**src/rtl/dsdc_pkg.sv**
```systemverilog
// Constants, types and register map of the spread-spectrum demodulator control and status bank.
// Assumes a 32-bit APB register port and a datapath that supplies status values on the system clock.
// Overview of operation
// - Frequency acquisition field: 00 automatic, 01 forced off, 10 forced on, 11 test.
// - In automatic mode the wideband frequency loop turns off once acquisition completes.
// - With the frequency loop off, only the carrier tracking loop acquires carrier.
// - Decoding field: 00 binary, 01 quadrature, upper bit set forces continuous code search.
// - Sweep field sets dwell per code position to 8 times two to the field bits.
// - Writing one to software reset sends all loops to acquisition; bit self-clears.
// - Output 000 sends samples to parallel connector, I then Q serialized for quadrature.
// - Output 001 sends I and Q in parallel on separate connector ports.
// - Output 010 packs one-bit hard decisions eight per byte, MSB first, to USB.
// - Output 011 packs four-bit soft values two per byte to USB.
// - Gain output updates once every two-to-the-field input chips, field 0 to 22.
// - Carrier offset reported as 32-bit signed value over four bytes, LSB first.
// - Front-end gain reported as an 8-bit unsigned status byte.
// - Lock status byte: bit 0 carrier lock, bit 1 code lock, one when locked.
// - Signal power reported as 23-bit value over three bytes, LSB first.
// - Noise power over 512 symbols reported as 23-bit value over three bytes.
// - Capture monitor rate set by a decimation factor or the processing clock.
// - Code lock probe is high when locked, low while scanning.
// - Power probe is high while despread power exceeds detection threshold.
// - Code lock missing for sweep period bits starts a one-chip-per-period slide.
// - All processing and offset scaling run from the single processing clock.
package dsdc_pkg;
  // Register word indexes (byte address is four times the index)
  localparam logic [4:0] IDX_AFC_CTRL = 5'h00;
  localparam logic [4:0] IDX_DECODE_CTRL = 5'h01;
  localparam logic [4:0] IDX_OUTSEL_CTRL = 5'h02;
  localparam logic [4:0] IDX_GAINRATE_CTRL = 5'h03;
  localparam logic [4:0] IDX_CAPTURE_CTRL = 5'h04;
  localparam logic [4:0] IDX_FREQ_B0 = 5'h08;
  localparam logic [4:0] IDX_FREQ_B1 = 5'h09;
  localparam logic [4:0] IDX_FREQ_B2 = 5'h0A;
  localparam logic [4:0] IDX_FREQ_B3 = 5'h0B;
  localparam logic [4:0] IDX_GAIN_STAT = 5'h0C;
  localparam logic [4:0] IDX_LOCK_STAT = 5'h0D;
  localparam logic [4:0] IDX_SIG_B0 = 5'h0E;
  localparam logic [4:0] IDX_SIG_B1 = 5'h0F;
  localparam logic [4:0] IDX_SIG_B2 = 5'h10;
  localparam logic [4:0] IDX_NOISE_B0 = 5'h11;
  localparam logic [4:0] IDX_NOISE_B1 = 5'h12;
  localparam logic [4:0] IDX_NOISE_B2 = 5'h13;
  // Field positions
  localparam int AFC_LSB = 6;
  localparam int DEC_LSB = 2;
  localparam int SWEEP_LSB = 4;
  localparam int SWRST_BIT = 7;
  localparam int OUTSEL_LSB = 0;
  localparam int GAINRATE_LSB = 0;
  localparam int CAP_DECIM_LSB = 0;
  localparam int CAP_FCLK_BIT = 7;
  // Reset values
  localparam logic [7:0] AFC_CTRL_RST = 8'h00;
  localparam logic [7:0] DECODE_CTRL_RST = 8'h00;
  localparam logic [7:0] OUTSEL_CTRL_RST = 8'h00;
  localparam logic [7:0] GAINRATE_CTRL_RST = 8'h10;
  localparam logic [7:0] CAPTURE_CTRL_RST = 8'h00;
  // Limits
  localparam logic [4:0] GAINRATE_MAX = 5'h16;
  localparam logic [2:0] SWEEP_MAX = 3'h6;
  localparam logic [3:0] SWEEP_BASE_LOG2 = 4'h3;
  localparam int NOISE_SYMBOLS = 512;
  localparam int PROC_CLK_HZ = 90000000;

  typedef enum logic [1:0] {AFC_AUTO = 2'h0, AFC_OFF = 2'h1, AFC_ON = 2'h2, AFC_TEST = 2'h3} dsdc_afc_t;
  typedef enum logic [2:0] {OUT_SERIAL = 3'h0, OUT_PARALLEL = 3'h1, OUT_USB_HARD = 3'h2,
                            OUT_USB_SOFT = 3'h3} dsdc_out_t;

  // Status sample from the datapath
  typedef struct packed {
    logic [31:0] freqOffset;
    logic [7:0] gain;
    logic carrierLock;
    logic codeLock;
    logic [22:0] sigPower;
    logic [22:0] noisePower;
  } dsdc_status_t;

  // Control word delivered to the datapath
  typedef struct packed {
    logic afcEnable;
    logic quadrature;
    logic forcedSearch;
    logic [9:0] sweepBits;
    logic loopReset;
    logic [2:0] outSel;
    logic [4:0] gainRate;
    logic [6:0] capDecim;
    logic capUseFclk;
  } dsdc_ctrl_t;
endpackage : dsdc_pkg

```
**src/rtl/dsdc_sample_pack.sv**
```systemverilog
// Packs demodulated hard or soft decisions into bytes for the USB path.
// Assumes one-cycle sample strobes on the system clock and a sink that takes bytes as they come.
`timescale 1ns/10ps
`default_nettype none
module dsdc_sample_pack
  import dsdc_pkg::*;
(
  input wire logic clk_sys,
  input wire logic nrst,
  input wire logic softMode,
  input wire logic flush,
  input wire logic sampleValid,
  input wire logic [3:0] sampleI,
  output logic [7:0] byteData,
  output logic byteValid
);
  logic [7:0] shiftReg;
  logic [2:0] countReg;
  logic [2:0] lastCount;

  // Hard mode fills eight single bits, soft mode two nibbles
  assign lastCount = softMode ? 3'h1 : 3'h7;

  // Shift in, MSB first, emit on the last slot
  always_ff @(posedge clk_sys or negedge nrst) begin
    if (!nrst) begin
      shiftReg <= 8'h00;
      countReg <= 3'h0;
      byteData <= 8'h00;
      byteValid <= 1'b0;
    end else begin
      byteValid <= 1'b0;
      if (flush) begin
        countReg <= 3'h0;
      end else if (sampleValid) begin
        if (softMode) begin
          shiftReg <= {shiftReg[3:0], sampleI};
        end else begin
          shiftReg <= {shiftReg[6:0], sampleI[3]};
        end
        if (countReg == lastCount) begin
          countReg <= 3'h0;
          byteValid <= 1'b1;
          byteData <= softMode ? {shiftReg[3:0], sampleI} : {shiftReg[6:0], sampleI[3]};
        end else begin
          countReg <= countReg + 3'h1;
        end
      end
    end
  end

  // Eighth hard bit lands in bit 0, so the first bit sits in the MSB
  hard_pack_a: assert property (@(posedge clk_sys) disable iff (!nrst)
    (sampleValid && !flush && !softMode && countReg == 3'h7) |=> byteValid)
    else $error("hard byte not emitted after eighth bit");
  soft_pack_a: assert property (@(posedge clk_sys) disable iff (!nrst)
    (sampleValid && !flush && softMode && countReg == 3'h1) |=> (byteValid && byteData[3:0] == $past(sampleI)))
    else $error("soft byte low nibble wrong");
endmodule : dsdc_sample_pack
`default_nettype wire

```
**src/rtl/dsdc_regbank.sv**
```systemverilog
// Control and status register bank of the spread-spectrum demodulator, APB slave.
// Assumes APB master on clk_sys; status inputs and lock signals come from the same clock domain.
//
// Local design decisions: the address map and the APB interface to the registers.
`timescale 1ns/10ps
`default_nettype none
module dsdc_regbank
  import dsdc_pkg::*;
#(
  parameter int GAIN_RATE_MAX = 22
)
(
  input wire logic clk_sys,
  input wire logic nrst,
  input wire logic psel,
  input wire logic penable,
  input wire logic pwrite,
  input wire logic [11:0] paddr,
  input wire logic [31:0] pwdata,
  output logic [31:0] prdata,
  output logic pready,
  output logic pslverr,
  input wire dsdc_pkg::dsdc_status_t statusIn,
  input wire logic despreadPower,
  input wire logic detectThreshold,
  input wire logic chipStrobe,
  input wire logic bitStrobe,
  input wire logic acqDone,
  input wire logic demodValid,
  input wire logic [3:0] demodI,
  input wire logic [3:0] demodQ,
  output dsdc_pkg::dsdc_ctrl_t ctrlOut,
  output logic codeSlide,
  output logic gainUpdate,
  output logic captureStrobe,
  output logic [3:0] connDataI,
  output logic [3:0] connDataQ,
  output logic connValid,
  output logic [7:0] usbData,
  output logic usbValid,
  output logic code_lock_probe,
  output logic power_above_threshold_probe
);
  import dsdc_pkg::*;

  logic [7:0] afcCtrl_reg;
  logic [7:0] decodeCtrl_reg;
  logic [7:0] outSelCtrl_reg;
  logic [7:0] gainRateCtrl_reg;
  logic [7:0] captureCtrl_reg;
  logic loopReset_reg;
  logic acquiring_reg;
  dsdc_status_t hold_reg;
  logic [9:0] missCount_reg;
  logic [22:0] chipCount_reg;
  logic [6:0] decimCount_reg;
  logic serialQ_reg;
  logic [3:0] pendQ_reg;
  logic wrEn;
  logic rdEn;
  logic [4:0] idx;
  logic mapped;
  logic [2:0] sweepField;
  logic [9:0] sweepBits;
  logic [1:0] afcField;
  logic [1:0] decField;
  logic [4:0] rateField;
  logic [22:0] rateMask;
  logic packFlush;

  // Word index of an aligned address; misaligned or out-of-range decodes as unmapped
  function automatic logic isMapped(input logic [11:0] a);
    logic [4:0] i;
    i = a[6:2];
    isMapped = (a[1:0] == 2'h0) && (a[11:7] == 5'h00) && ((i <= IDX_CAPTURE_CTRL) ||
               (i >= IDX_FREQ_B0 && i <= IDX_NOISE_B2));
  endfunction : isMapped

  // Bus decode; every access completes in its first access cycle
  assign idx = paddr[6:2];
  assign mapped = isMapped(paddr);
  assign pready = 1'b1;
  assign pslverr = psel && penable && !mapped;
  assign wrEn = psel && penable && pwrite && mapped;
  assign rdEn = psel && !penable && !pwrite;

  // Control registers
  always_ff @(posedge clk_sys or negedge nrst) begin
    if (!nrst) begin
      afcCtrl_reg <= AFC_CTRL_RST;
      decodeCtrl_reg <= DECODE_CTRL_RST;
      outSelCtrl_reg <= OUTSEL_CTRL_RST;
      gainRateCtrl_reg <= GAINRATE_CTRL_RST;
      captureCtrl_reg <= CAPTURE_CTRL_RST;
    end else if (wrEn) begin
      unique case (idx)
        IDX_AFC_CTRL: afcCtrl_reg <= pwdata[7:0];
        IDX_DECODE_CTRL: decodeCtrl_reg <= {1'b0, pwdata[6:0]}; // Reset bit never stored
        IDX_OUTSEL_CTRL: outSelCtrl_reg <= pwdata[7:0];
        IDX_GAINRATE_CTRL: gainRateCtrl_reg <= pwdata[7:0];
        IDX_CAPTURE_CTRL: captureCtrl_reg <= pwdata[7:0];
        default: ;
      endcase
    end
  end

  // One-shot loop reset pulse from the write of a one
  always_ff @(posedge clk_sys or negedge nrst) begin
    if (!nrst) begin
      loopReset_reg <= 1'b0;
    end else begin
      loopReset_reg <= wrEn && idx == IDX_DECODE_CTRL && pwdata[SWRST_BIT];
    end
  end

  assign afcField = afcCtrl_reg[AFC_LSB +: 2];
  assign decField = decodeCtrl_reg[DEC_LSB +: 2];
  assign sweepField = decodeCtrl_reg[SWEEP_LSB +: 3];
  assign rateField = gainRateCtrl_reg[GAINRATE_LSB +: 5];

  // Sweep period in bits; unlisted code 111 clamps to the longest period
  assign sweepBits = 10'(1) << (SWEEP_BASE_LOG2 + ((sweepField > SWEEP_MAX) ? SWEEP_MAX : sweepField));

  // Acquisition tracking: loop reset or lost lock restarts it, datapath reports completion
  always_ff @(posedge clk_sys or negedge nrst) begin
    if (!nrst) begin
      acquiring_reg <= 1'b1;
    end else if (loopReset_reg || codeSlide) begin
      acquiring_reg <= 1'b1;
    end else if (acqDone) begin
      acquiring_reg <= 1'b0;
    end
  end

  // Control word to the datapath
  always_comb begin
    ctrlOut.afcEnable = 1'b0;
    unique case (afcField)
      AFC_AUTO: ctrlOut.afcEnable = acquiring_reg;
      AFC_OFF: ctrlOut.afcEnable = 1'b0; // Carrier tracking loop only
      AFC_ON: ctrlOut.afcEnable = 1'b1;
      AFC_TEST: ctrlOut.afcEnable = 1'b1;
    endcase
    ctrlOut.quadrature = (decField == 2'h1);
    ctrlOut.forcedSearch = decField[1];
    ctrlOut.sweepBits = sweepBits;
    ctrlOut.loopReset = loopReset_reg;
    ctrlOut.outSel = outSelCtrl_reg[OUTSEL_LSB +: 3];
    ctrlOut.gainRate = rateField;
    ctrlOut.capDecim = captureCtrl_reg[CAP_DECIM_LSB +: 7];
    ctrlOut.capUseFclk = captureCtrl_reg[CAP_FCLK_BIT];
  end

  // Count bits without code lock; slide one chip per sweep period while unlocked
  always_ff @(posedge clk_sys or negedge nrst) begin
    if (!nrst) begin
      missCount_reg <= 10'h000;
      codeSlide <= 1'b0;
    end else begin
      codeSlide <= 1'b0;
      if ((statusIn.codeLock && !ctrlOut.forcedSearch) || loopReset_reg) begin
        missCount_reg <= 10'h000;
      end else if (bitStrobe) begin
        if (missCount_reg + 10'h001 >= sweepBits) begin
          missCount_reg <= 10'h000;
          codeSlide <= 1'b1;
        end else begin
          missCount_reg <= missCount_reg + 10'h001;
        end
      end
    end
  end

  // Gain update once every 2^N chips, field clamped to the valid range
  assign rateMask = (23'(1) << ((rateField > 5'(GAIN_RATE_MAX)) ? 5'(GAIN_RATE_MAX) : rateField)) - 23'h1;
  always_ff @(posedge clk_sys or negedge nrst) begin
    if (!nrst) begin
      chipCount_reg <= 23'h0;
      gainUpdate <= 1'b0;
    end else begin
      gainUpdate <= 1'b0;
      if (chipStrobe) begin
        if ((chipCount_reg & rateMask) == rateMask) begin
          chipCount_reg <= 23'h0;
          gainUpdate <= 1'b1;
        end else begin
          chipCount_reg <= chipCount_reg + 23'h1;
        end
      end
    end
  end

  // Capture strobe: every processing clock, or once every decimation count plus one symbols
  always_ff @(posedge clk_sys or negedge nrst) begin
    if (!nrst) begin
      decimCount_reg <= 7'h00;
      captureStrobe <= 1'b0;
    end else if (ctrlOut.capUseFclk) begin
      decimCount_reg <= 7'h00;
      captureStrobe <= 1'b1;
    end else begin
      captureStrobe <= 1'b0;
      if (demodValid) begin
        if (decimCount_reg >= ctrlOut.capDecim) begin
          decimCount_reg <= 7'h00;
          captureStrobe <= 1'b1;
        end else begin
          decimCount_reg <= decimCount_reg + 7'h01;
        end
      end
    end
  end

  // Parallel connector: serial mode sends I, then in quadrature Q next cycle, on the I port
  always_ff @(posedge clk_sys or negedge nrst) begin
    if (!nrst) begin
      connDataI <= 4'h0;
      connDataQ <= 4'h0;
      connValid <= 1'b0;
      serialQ_reg <= 1'b0;
      pendQ_reg <= 4'h0;
    end else begin
      connValid <= 1'b0;
      serialQ_reg <= 1'b0;
      if (ctrlOut.outSel == OUT_SERIAL && serialQ_reg) begin
        connDataI <= pendQ_reg;
        connValid <= 1'b1;
      end else if (demodValid && ctrlOut.outSel == OUT_SERIAL) begin
        connDataI <= demodI;
        connDataQ <= 4'h0;
        connValid <= 1'b1;
        serialQ_reg <= ctrlOut.quadrature;
        pendQ_reg <= demodQ;
      end else if (demodValid && ctrlOut.outSel == OUT_PARALLEL) begin
        connDataI <= demodI;
        connDataQ <= demodQ;
        connValid <= 1'b1;
      end
    end
  end

  // USB packing only in the two USB modes
  assign packFlush = !(ctrlOut.outSel == OUT_USB_HARD || ctrlOut.outSel == OUT_USB_SOFT) || loopReset_reg;
  dsdc_sample_pack uPack (
    .clk_sys(clk_sys),
    .nrst(nrst),
    .softMode(ctrlOut.outSel == OUT_USB_SOFT),
    .flush(packFlush),
    .sampleValid(demodValid),
    .sampleI(demodI),
    .byteData(usbData),
    .byteValid(usbValid)
  );

  // Probes follow the lock and power comparison
  always_ff @(posedge clk_sys or negedge nrst) begin
    if (!nrst) begin
      code_lock_probe <= 1'b0;
      power_above_threshold_probe <= 1'b0;
    end else begin
      code_lock_probe <= statusIn.codeLock;
      power_above_threshold_probe <= despreadPower && detectThreshold;
    end
  end

  // Snapshot whole status at setup of a read of any first byte, so later bytes match
  always_ff @(posedge clk_sys or negedge nrst) begin
    if (!nrst) begin
      hold_reg <= '0;
    end else if (rdEn && (idx == IDX_FREQ_B0 || idx == IDX_SIG_B0 || idx == IDX_NOISE_B0 ||
                          idx == IDX_GAIN_STAT || idx == IDX_LOCK_STAT)) begin
      hold_reg <= statusIn;
    end
  end

  // Read mux from the held sample; first byte also reads the snapshot taken at its own setup
  always_comb begin
    prdata = 32'h0000_0000;
    unique case (idx)
      IDX_AFC_CTRL: prdata = {24'h0, afcCtrl_reg};
      IDX_DECODE_CTRL: prdata = {24'h0, decodeCtrl_reg};
      IDX_OUTSEL_CTRL: prdata = {24'h0, outSelCtrl_reg};
      IDX_GAINRATE_CTRL: prdata = {24'h0, gainRateCtrl_reg};
      IDX_CAPTURE_CTRL: prdata = {24'h0, captureCtrl_reg};
      IDX_FREQ_B0: prdata = {24'h0, hold_reg.freqOffset[7:0]};
      IDX_FREQ_B1: prdata = {24'h0, hold_reg.freqOffset[15:8]};
      IDX_FREQ_B2: prdata = {24'h0, hold_reg.freqOffset[23:16]};
      IDX_FREQ_B3: prdata = {24'h0, hold_reg.freqOffset[31:24]};
      IDX_GAIN_STAT: prdata = {24'h0, hold_reg.gain};
      IDX_LOCK_STAT: prdata = {30'h0, hold_reg.codeLock, hold_reg.carrierLock};
      IDX_SIG_B0: prdata = {24'h0, hold_reg.sigPower[7:0]};
      IDX_SIG_B1: prdata = {24'h0, hold_reg.sigPower[15:8]};
      IDX_SIG_B2: prdata = {25'h0, hold_reg.sigPower[22:16]};
      IDX_NOISE_B0: prdata = {24'h0, hold_reg.noisePower[7:0]};
      IDX_NOISE_B1: prdata = {24'h0, hold_reg.noisePower[15:8]};
      IDX_NOISE_B2: prdata = {25'h0, hold_reg.noisePower[22:16]};
      default: prdata = 32'h0000_0000;
    endcase
  end

  // Checks
  afc_forced_off_a: assert property (@(posedge clk_sys) disable iff (!nrst)
    (afcField == 2'h1) |-> !ctrlOut.afcEnable) else $error("frequency loop on while forced off");
  afc_auto_off_a: assert property (@(posedge clk_sys) disable iff (!nrst)
    (afcField == 2'h0 && acqDone && !loopReset_reg && !codeSlide) |=> !ctrlOut.afcEnable)
    else $error("automatic loop stayed on after acquisition");
  swreset_pulse_a: assert property (@(posedge clk_sys) disable iff (!nrst)
    (wrEn && idx == IDX_DECODE_CTRL && pwdata[SWRST_BIT]) |=> (loopReset_reg ##1 !loopReset_reg [*2]))
    else $error("software reset not a one-shot");
  reset_bit_clear_a: assert property (@(posedge clk_sys) disable iff (!nrst)
    !decodeCtrl_reg[SWRST_BIT]) else $error("reset bit stored");
  forced_search_a: assert property (@(posedge clk_sys) disable iff (!nrst)
    decField[1] |-> ctrlOut.forcedSearch && !ctrlOut.quadrature) else $error("test decode mode wrong");
  sweep_len_a: assert property (@(posedge clk_sys) disable iff (!nrst)
    (sweepField == 3'h6) |-> (ctrlOut.sweepBits == 10'd512)) else $error("sweep period 110 not 512");
  gain_rate_a: assert property (@(posedge clk_sys) disable iff (!nrst)
    (rateField == 5'h0 && chipStrobe) |=> gainUpdate) else $error("gain not updated every chip");
  serial_q_a: assert property (@(posedge clk_sys) disable iff (!nrst)
    (demodValid && ctrlOut.outSel == OUT_SERIAL && ctrlOut.quadrature && !serialQ_reg) |=> connValid ##1
    (connValid && connDataI == $past(demodQ, 2))) else $error("Q did not follow I");
  lock_probe_a: assert property (@(posedge clk_sys) disable iff (!nrst)
    code_lock_probe == $past(statusIn.codeLock)) else $error("code lock probe wrong");
  power_probe_a: assert property (@(posedge clk_sys) disable iff (!nrst)
    (despreadPower && detectThreshold) |=> power_above_threshold_probe) else $error("power probe low");
  cov_swreset_c: cover property (@(posedge clk_sys) disable iff (!nrst) loopReset_reg);
  cov_slide_c: cover property (@(posedge clk_sys) disable iff (!nrst) codeSlide);
  cov_usb_c: cover property (@(posedge clk_sys) disable iff (!nrst) usbValid);
  cov_err_c: cover property (@(posedge clk_sys) disable iff (!nrst) pslverr);
endmodule : dsdc_regbank
`default_nettype wire

```
**config.mk**
```make
export PLATFORM = sky130hd
export DESIGN_NAME = dsdc_regbank
export DESIGN_NICKNAME = d
export VERILOG_FILES = /design/src/rtl/dsdc_pkg.sv /design/src/rtl/dsdc_sample_pack.sv /design/src/rtl/dsdc_regbank.sv
export SDC_FILE = /design/constraint.sdc
export NUM_CORES = 1
export LEC_CHECK = 0
export BUFFER_PORTS_ARGS = -buffer_cell sky130_fd_sc_hd__buf_2
export CAP_MARGIN = 10
export CORE_MARGIN = 3
export CORE_UTILIZATION = 55
export CTS_CLUSTER_SIZE = 16
export DETAILED_ROUTE_END_ITERATION = 8
export PLACE_DENSITY = 0.9
export SLEW_MARGIN = 30
export SYNTH_ARGS = -nofsm -noshare
export SYNTH_HDL_FRONTEND = slang
export SYNTH_SLANG_ARGS = --single-unit
```
**constraint.sdc**
```tcl
create_clock -name clk_sys -period 5.8 [get_ports clk_sys]
set_input_delay 0.29 -clock clk_sys [delete_from_list [all_inputs] [get_ports clk_sys]]
set_output_delay 0.29 -clock clk_sys [all_outputs]
set_load 0.005 [all_outputs]
```
==> metrics.txt, run 1 <==
max reg flops 88; Routed WL per cell roughly 22 um; Rel. slew slack 0.390; yosys warns 0; initial DRC count between 1k and 1.5k; fmax about 0.26 GHz; Post-synth ARST share 1.00; routed wire length 32.0 mm; post-synthesis sequential area ratio 0.486; total power 3.71 mW; #FFs+latches synth ~210; largest net degree at the start of global routing ~140; I/O Pins about 240; vias in the first global route 9007; antenna violations before repair 1; CTS tree done; Final #Nets 1329; FP Rows 50; final number of hold-violating endpoints 1; Pleak a little over 6 nW; Max VDD drop slightly below 300 uV; full die area 21100 sq um; GRT Overall Usage 0.291; CP max FO 23; Worst Reg-to-Reg Cells 10; Fin Hold WS -4.01 ps; Vias/cell around 6.2; first-pass GRT wire length approximately 50 mm; outcome complete, but fails checks; final setup violation count 0; post-CTS sizing 0; Synth area leaders dfrtp_1, mux2_2, nor2_1, buf_4, ha_1; Final Cycle Share 0.654; worst setup path class reg2reg; cts bufs inserted 22; H-tree levels 1; layout cells sized above 1 0.326; number of I/O port buffers 185; # DRC 0; Post-synth EDFFs 0; TritonRoute pass-1 iters 8; post-synthesis average cell area about 11 sq um; critical path data required time slightly above 6000 ps; failing checks hold timing; unrepaired setup endpoints after global routing no; Final Max Tran Viols 0; worst min path class in2reg; ANT nets after route 0; cell area after synthesis around 11000 sq um; PD cells roughly 290 nW/um^2; top_reg_cell synth dfrtp_1; Core ar. 18900 sq um; GPL Wtd Cong 0.899; crit path DAT 4160 ps; CTS max path bufs 3; post-synthesis cell count between 900 and 1k; via count around 8.9k; Area Overhead vs Synth 20.0%; crit end category register; Clock transition at path regs roughly 60 ps; Cells on Worst Hold Path 2; Die Height around 150 um; Min Clock Period, post-route roughly 3800 ps; CTS root buffer clkbuf_16; Worst Setup Start Kind register; # clock sinks 207; MaxCap Viol Count 0; TNS Setup 0 ps; clock skew 27.2 ps; post-detail-place hpwl between 15 and 20 mm; dominant cell type by area after synthesis dfrtp_1; starting density of the core 0.564; Final Core Density 0.677; Die Width ~150 um; Worst-Skew Late Latency around 520 ps; Yosys cell types between 70 and 80; GR Overflow Total 0; Synth top area share 0.481; Slew @ Worst Pin 912 ps
-- critical path: stages, from the launching register on --
cell and delay (ps):
dfrtp_1 840, nor3_2 150, nand3_1 120, ha_1 620, nor2_1 110, a32o_1 280, a22oi_1 240, o2bb2ai_1 110
or4_4 550, nor2_4 470, nor3_1 140
-- cells in the mapped netlist, drive strengths merged (21+ instances only) --
| cell type | instances |
|---|---|
| buf | 59 |
| mux2 | 133 |
| nand2 | 46 |
| o21ai | 32 |
| ha | 21 |
| nand3 | 23 |
| a22oi | 29 |
| inv | 33 |
| nor2 | 89 |
| a21oi | 25 |
| dfrtp | 205 |
-- power by group --
part / switching (mW) / internal (mW)
logic: 0.194 / 0.207
clock network: 0.612 / 0.964
registers: 0.124 / 1.61
-- logic make-up after synthesis --
kind of cell               share of synthesized area
buffers and inverters                         0.0648
and+or+nand+nor                                0.128
DFF                                            0.486
adders and majority gates                     0.0256
other                                       0.000704
AOI/OAI and AO/OA                              0.114
xor gates and xnor gates                      0.0263
muxes                                          0.155
-- cells in the final DEF (no fill, tap or decap), types with 7 or more instances in the layout --
| cell | synthesis | routed |
|---|---|---|
| dfrtp_1 | 205 | 205 |
| buf_2 | 13 | 184 |
| mux2_2 | 129 | 129 |
| nor2_1 | 82 | 82 |
| nand2_1 | 46 | 46 |
| dlygate4sd3_1 | 0 | 45 |
| inv_1 | 33 | 33 |
| o21ai_0 | 32 | 32 |
| a22oi_1 | 29 | 29 |
| conb_1 | 2 | 29 |
| a21oi_1 | 25 | 25 |
| nand3_1 | 23 | 23 |
| clkbuf_16 | 0 | 23 |
| ha_1 | 21 | 21 |
| xnor2_1 | 18 | 18 |
| a22o_1 | 18 | 18 |
| nand4_1 | 15 | 15 |
| and3_1 | 15 | 15 |
| mux2i_1 | 15 | 15 |
| xor2_1 | 14 | 14 |
| a221oi_1 | 13 | 13 |
| nand2b_1 | 10 | 10 |
| nor3_1 | 10 | 10 |
| a222oi_1 | 10 | 10 |
| a21o_1 | 7 | 7 |
-- layer usage --
metal	up-vias	global-route usage	share of wire
li1	3814	-	-
met1	4280	0.351	0.36
met2	636	0.484	0.48
met3	171	0.0678	0.095
met4	0	0.157	0.063
met5	-	0	0
-- layout make-up --
cell class | count | area (sq um)
Clock buffer | 29 | 607
Clock inverter | 11 | 199
Tap cell | 260 | 325
Multi-Input combinational cell | 659 | 4910
Antenna cell | 1 | 2.50
Fill cell | 1265 | 6100
Sequential cell | 207 | 5180
Timing Repair Buffer | 233 | 1440
Inverter | 34 | 128
-- final timing paths --
path | start | end | slack [ps]
setup reg to reg | gainRateCtrl_reg[2] | chipCount_reg[2] | 2010
setup / recovery | gainRateCtrl_reg[2] | chipCount_reg[2] | 2010
max in group asynchronous | nrst | uPack.byteData[3] | 4300
hold reg to reg | uPack.byteData[2] | uPack.byteData[2] | 470
min in group asynchronous | nrst | hold_reg[61] | 350
hold / removal | statusIn[38] | hold_reg[38] | -4
-- timing repair --
action	4_1_cts	5_1_grt
endpoints found under the hold margin	176	0
hold buffers	45	0
buffers inserted	0	0
-- through the flow --
step	area [sq um]	hold WS [ps]	setup slack, ps	std cells
global route	12800	2.50	1710	1433
finish	12800	-4.01	2010	1434
detailed placement	11500	360	2090	1347
floorplan	10800	-5.59	3090	975
CTS	12800	0.124	2070	1432
global placement	11500	462	2120	1347
(Power assumes the default switching activity.)
==> run 2: changes to the inputs <==
- ABC_AREA: not set -> 1
- CORE_UTILIZATION: 55 -> 50
- PLACE_DENSITY: 0.9 -> 0.86
- clock period: 5.8 -> 3.3 ns (I/O delays scaled with it)
==> metrics.txt, run 2 <==
power share of the clock group 0.397; crit path DAT roughly 3400 ps; post-synthesis average cell area between 8 and 9 sq um; Yosys cell types 44; metal3 WL roughly 2.7 mm; Area Overhead vs Synth 26.1%; worst setup path class reg2reg; placed instance area roughly 12000 sq um; Worst Setup Start Kind register; failing checks hold timing; yosys warns 0; # DRC 0; commonest non-fill, non-tap cell in the layout nand2_1; crit end category register; Worst-Skew Late Latency approximately 530 ps; total power 6.23 mW; TritonRoute pass-1 iters 5; Slew @ Worst Pin between 800 and 900 ps; Final Max Tran Viols 0; final number of hold-violating endpoints 2; CP max FO 8; fmax 0.342 GHz; CTS root buffer clkbuf_16; cts bufs inserted 23; Pleak between 7 and 8 nW; via count 10.2k; GPL Wtd Cong roughly 0.93; post-CTS sizing 0; top_reg_cell synth dfrtp_1; commonest cells after routing, fill and taps aside nand2_1, dfrtp_1, buf_2; post-synthesis sequential area ratio 0.474; Non-Filler Instances between 1.5k and 2k; Synth top area share 0.469; Min Clock Period, post-route 2930 ps; #FFs+latches synth a little over 200; Seq pwr share 0.483; Combinational Power Share 0.120; Clock transition at path regs 60 ps; Post-synth EDFFs 0; TNS Setup 0 ps; starting density of the core 0.514; GRT Overall Usage 0.281; Synth area leaders dfrtp_1, nand2_1, mux2_2, inv_1, o21ai_0; FP Rows 53; Sw Ratio 0.258; Synth top cells by count nand2_1, dfrtp_1, inv_1; Top Layer Used met5; initial DRC count ~1.0k; worst min path class in2reg; final setup violation count 0; critical path data required time 3740 ps; max reg flops between 80 and 90; NetSw ~1.6 mW; post-synthesis cell count approximately 1.3k; CTS max path bufs 3; Vias/cell 5.56; post-detail-place hpwl around 22 mm; routed wire length 33.5 mm; outcome complete, but fails checks; largest net degree at the start of global routing 113; clock skew about 23 ps; Finished Cell Area 13800 sq um; ANT nets after route 0; H-tree levels 1; first-pass GRT wire length between 50 and 60 mm; Fin Hold WS -11.1 ps; Core ar. around 21000 sq um; Final #Nets 1719; layout cells sized above 1 0.219; Post-synth ARST share 1.00; full die area 23700 sq um; number of I/O port buffers about 190; top-count cell post-synth nand2_1; PD cells around 450 nW/um^2; cell area after synthesis about 11000 sq um; vias in the first global route 10.4k; Routed WL per cell about 18 um; dominant cell type by area after synthesis dfrtp_1; DRT met1 WL around 13 mm; Final Cycle Share 0.887; Die Height about 150 um; # clock sinks ~210; Max VDD drop 416 uV; P_int approximately 4.6 mW; Die Width between 150 and 200 um; MaxCap Viol Count 0; CTS tree done; I/O Pins 238; Rel. slew slack 0.416; DP Cell Count between 1.5k and 2k; met2 routed WL roughly 16 mm; antenna violations before repair 6; unrepaired setup endpoints after global routing no; GR Overflow Total 0
[run 2: cell count changes in the layout (fill, tap and decap cells not counted), moves of 15 or more]
cell | previous run | this run
nand3_1 | 23 | 73
a22oi_1 | 29 | 0
inv_1 | 33 | 180
xnor2_1 | 18 | 1
nand2_1 | 46 | 236
o22ai_1 | 4 | 19
o21ai_0 | 32 | 76
nor2_1 | 82 | 100
xor2_1 | 14 | 32
dlygate4sd3_1 | 45 | 105
mux2_2 | 129 | 76
[run 2: worst paths after layout]
kind / start / slack [ps] / end / depth (start not counted)
worst max-delay path: missCount_reg[0] / 370 / missCount_reg[7] / 16
worst min-delay path: pwdata[6] / -10 / afcCtrl_reg[6] / 3
worst max register to register: missCount_reg[0] / 370 / missCount_reg[7] / 16
worst min register to register: pendQ_reg[3] / 490 / connDataI[3] / 2
max in group asynchronous: nrst / 2080 / pendQ_reg[0] / 3
min in group asynchronous: nrst / 280 / chipCount_reg[7] / 2
[run 2: repair_timing]
action	CTS	global route
setup endpoints to repair	0	0
endpoints found under the hold margin	223	0
hold buffers	105	0
setup buffers	0	0
[run 2: metrics by stage]
step	setup slack [ps]	hold WS [ps]	utilization
final	374	-11.1	0.648
after global routing	120	7.06	0.648
after CTS	418	0.152	0.647
after detailed placement	429	313	0.565
after global placement	561	310	0.565
after floorplan	853	-131	-
[run 2: cells by family (layout without fill, tap and decap cells)]
| group | count (synthesis) | in the layout | synth area share |
|---|---|---|---|
| muxes | 77 | 77 | 0.0792 |
| xor gates and xnor gates | 33 | 33 | 0.0264 |
| DFF | 207 | 207 | 0.474 |
| and+or+nand+nor | 491 | 491 | 0.197 |
| buffers and inverters | 255 | 529 | 0.104 |
| adders and majority gates | 21 | 21 | 0.0240 |
| other | 2 | 35 | 0.000687 |
| AOI/OAI and AO/OA | 172 | 172 | 0.0954 |
[run 2: area by class of cell]
type / instances / area (sq um)
Fill cell: 1642 / 7490
Sequential cell: 207 / 5180
Multi-Input combinational cell: 823 / 4740
Timing Repair Buffer: 301 / 2090
Inverter: 191 / 717
Clock buffer: 30 / 622
Tap cell: 275 / 344
Clock inverter: 7 / 81.3
Antenna cell: 6 / 15.0
[run 2: power groups by stage]
stage          clock (mW)  combinational, mW  sequential, mW
2_1_floorplan           0              0.385            2.97
3_3_place_gp            0              0.580            3.01
3_5_place_dp            0              0.612            3.03
4_1_cts              2.48              0.714            2.99
5_1_grt              2.60              0.817            3.03
6_report             2.47              0.746            3.01
[run 2: worst max-delay path, cell delays in order, from the launching register on]
cell and delay, ps:
dfrtp_1 420, nand3_1 140, nor2_1 120, nand2_1 90, nor3_1 200, nand2_1 110
nor2_1 120, xor2_1 200, inv_1 60, ha_1 290, nand2_1 90, nor2_1 60
nand4_1 70, o2111ai_1 200, nor2_1 230, nand2_1 220, o21ai_0 200
[run 2: routing by layer]
| layer | up-vias | track usage |
|---|---|---|
| met2 | 571 | 0.468 |
| met1 | 4841 | 0.336 |
| met5 | - | 0 |
| li1 | 4652 | - |
| met3 | 171 | 0.0616 |
| met4 | 2 | 0.160 |
==> run 3: changes to the inputs <==
- CELL_PAD_IN_SITES_DETAIL_PLACEMENT: not set -> 1
- CELL_PAD_IN_SITES_GLOBAL_PLACEMENT: not set -> 1
- CORE_UTILIZATION: 50 -> 37
==> metrics.txt, run 3 (synthesized netlist as in run 2, its figures left out) <==
outcome finished clean; first-pass GRT wire length slightly above 60 mm; final setup violation count 0; cts bufs inserted 24; Worst Reg-to-Reg Cells 20; Seq pwr share 0.464; P_int between 4 and 5 mW; antenna violations before repair 11; power share of the clock group 0.415; I/O Pins roughly 240; unrepaired setup endpoints after global routing no; GR Overflow Total 0; CTS max path bufs 3; TNS Setup 0 ps; Final #Nets 1720; fillcell total approximately 3.4k; launch point of the worst reg-to-reg path gainRateCtrl_reg[3]; CP max FO 18; Min Clock Period, post-route approximately 3000 ps; Slew @ Worst Pin 999 ps; Worst-Skew Late Latency approximately 530 ps; Cells on Worst Hold Path 3; Combinational Power Share 0.121; number of I/O port buffers between 150 and 200; MaxCap Viol Count 0; Die Width roughly 180 um; # DRC 0; area of the multi-input gates between 4000 and 5000 sq um; Final Max Tran Viols 0; Core ar. ~29000 sq um; CTS root buffer clkbuf_16; NetSw 1.74 mW; GRT Overall Usage 0.253; commonest non-fill, non-tap cell in the layout nand2_1; TritonRoute pass-1 iters 6; via count 10.4k; CTS tree done; metal3 WL approximately 2.4 mm; crit path DAT ~3400 ps; Die Height between 150 and 200 um; Rel. slew slack 0.334; critical path data required time between 3000 and 4000 ps; total power 6.52 mW; Top Layer Used met5; H-tree levels 1; FP Rows 62; GPL Wtd Cong about 0.84; Non-Filler Instances between 1.5k and 2k; max reg flops 88; fmax roughly 0.33 GHz; Final Cycle Share 0.915; worst setup path class reg2reg; starting density of the core 0.378; DP Cell Count 1803; Pleak 7.22 nW; post-CTS sizing 0; crit end category register; Worst Setup Start Kind register; Vias/cell 5.29; routed wire length ~41 mm; met2 routed WL 20.9 mm; largest net degree at the start of global routing 91; Fin Hold WS 16.7 ps; reg2reg setup slack 280 ps; register area between 5000 and 6000 sq um; final number of hold-violating endpoints 0; WHS Endpoint gainRateCtrl_reg[6]; # clock sinks 207; Sw Ratio 0.266; worst setup path startpoint gainRateCtrl_reg[3]; vias in the first global route 11.2k; reg2reg end chipCount_reg[10]; clock skew between 10 and 15 ps; full die area approximately 32000 sq um; commonest cells after routing, fill and taps aside nand2_1, dfrtp_1, buf_2; Final Core Density 0.484; worst hold start pwdata[6]; PD cells roughly 460 nW/um^2; Area Overhead vs Synth 28.1%; initial DRC count between 500 and 600; post-detail-place hpwl roughly 26 mm; worst min path class in2reg; Max VDD drop between 300 and 400 uV; layout cells sized above 1 0.222; Routed WL per cell about 21 um; DRT met1 WL 15.6 mm; ANT nets after route 0; Clock transition at path regs about 60 ps
[run 3: worst max path at each step]
stage                             end  slack [ps]  depth (start not counted)
finish              chipCount_reg[10]         280                         20
detailed placement  chipCount_reg[10]         320                         20
floorplan           chipCount_reg[20]         850                         21
CTS                 chipCount_reg[10]         310                         20
global route        chipCount_reg[10]          50                         20
global placement     chipCount_reg[6]         510                         20
[run 3: what timing repair did]
action | 4_1_cts | 5_1_grt
buffers inserted | 0 | 0
hold endpoints to repair | 182 | 0
hold buffers | 103 | 0
[run 3: area by class of cell]
type / instances / area share
Antenna cell: 9 / 0.00161
Clock buffer: 37 / 0.0506
Clock inverter: 7 / 0.00554
Inverter: 191 / 0.0512
Multi-Input combinational cell: 823 / 0.338
Sequential cell: 207 / 0.370
Tap cell: 384 / 0.0343
Timing Repair Buffer: 301 / 0.149
[run 3: worst max-delay path: stages (launching register included)]
cell and delay [ps]:
dfrtp_1 520, a21oi_4 320, nand2_1 110, nor2_1 140
inv_1 90, nor2_1 140, inv_1 60, ha_1 230
nand2_1 110, nor2_2 90, nand3_1 100, nand2_1 60
nand3_1 60, nand2_1 50, inv_1 40, nand3_1 60
nor2_1 190, nand3_2 210, buf_12 210, nand2_1 70
inv_1 40
[run 3: power by group through the flow]
stage               clock network, mW  registers (mW)  logic (mW)
detailed placement                  0            3.03       0.628
global placement                    0            3.00       0.594
CTS                              2.71            2.99       0.734
finish                           2.70            3.02       0.787
global route                     2.84            3.04       0.856
floorplan                           0            2.97       0.385
[run 3: per-layer routing]
| layer | vias to the layer above | track usage |
|---|---|---|
| met5 | - | 0 |
| met4 | 4 | 0.118 |
| met3 | 130 | 0.0464 |
| met2 | 398 | 0.455 |
| met1 | 5169 | 0.289 |
| li1 | 4662 | - |
[run 3: per-stage QoR]
stage	cell area [sq um]	setup WS, ps
after floorplan	11000	853
after global placement	12200	507
after detailed placement	12200	321
after CTS	14000	311
after global routing	14000	45.4
final	14000	281
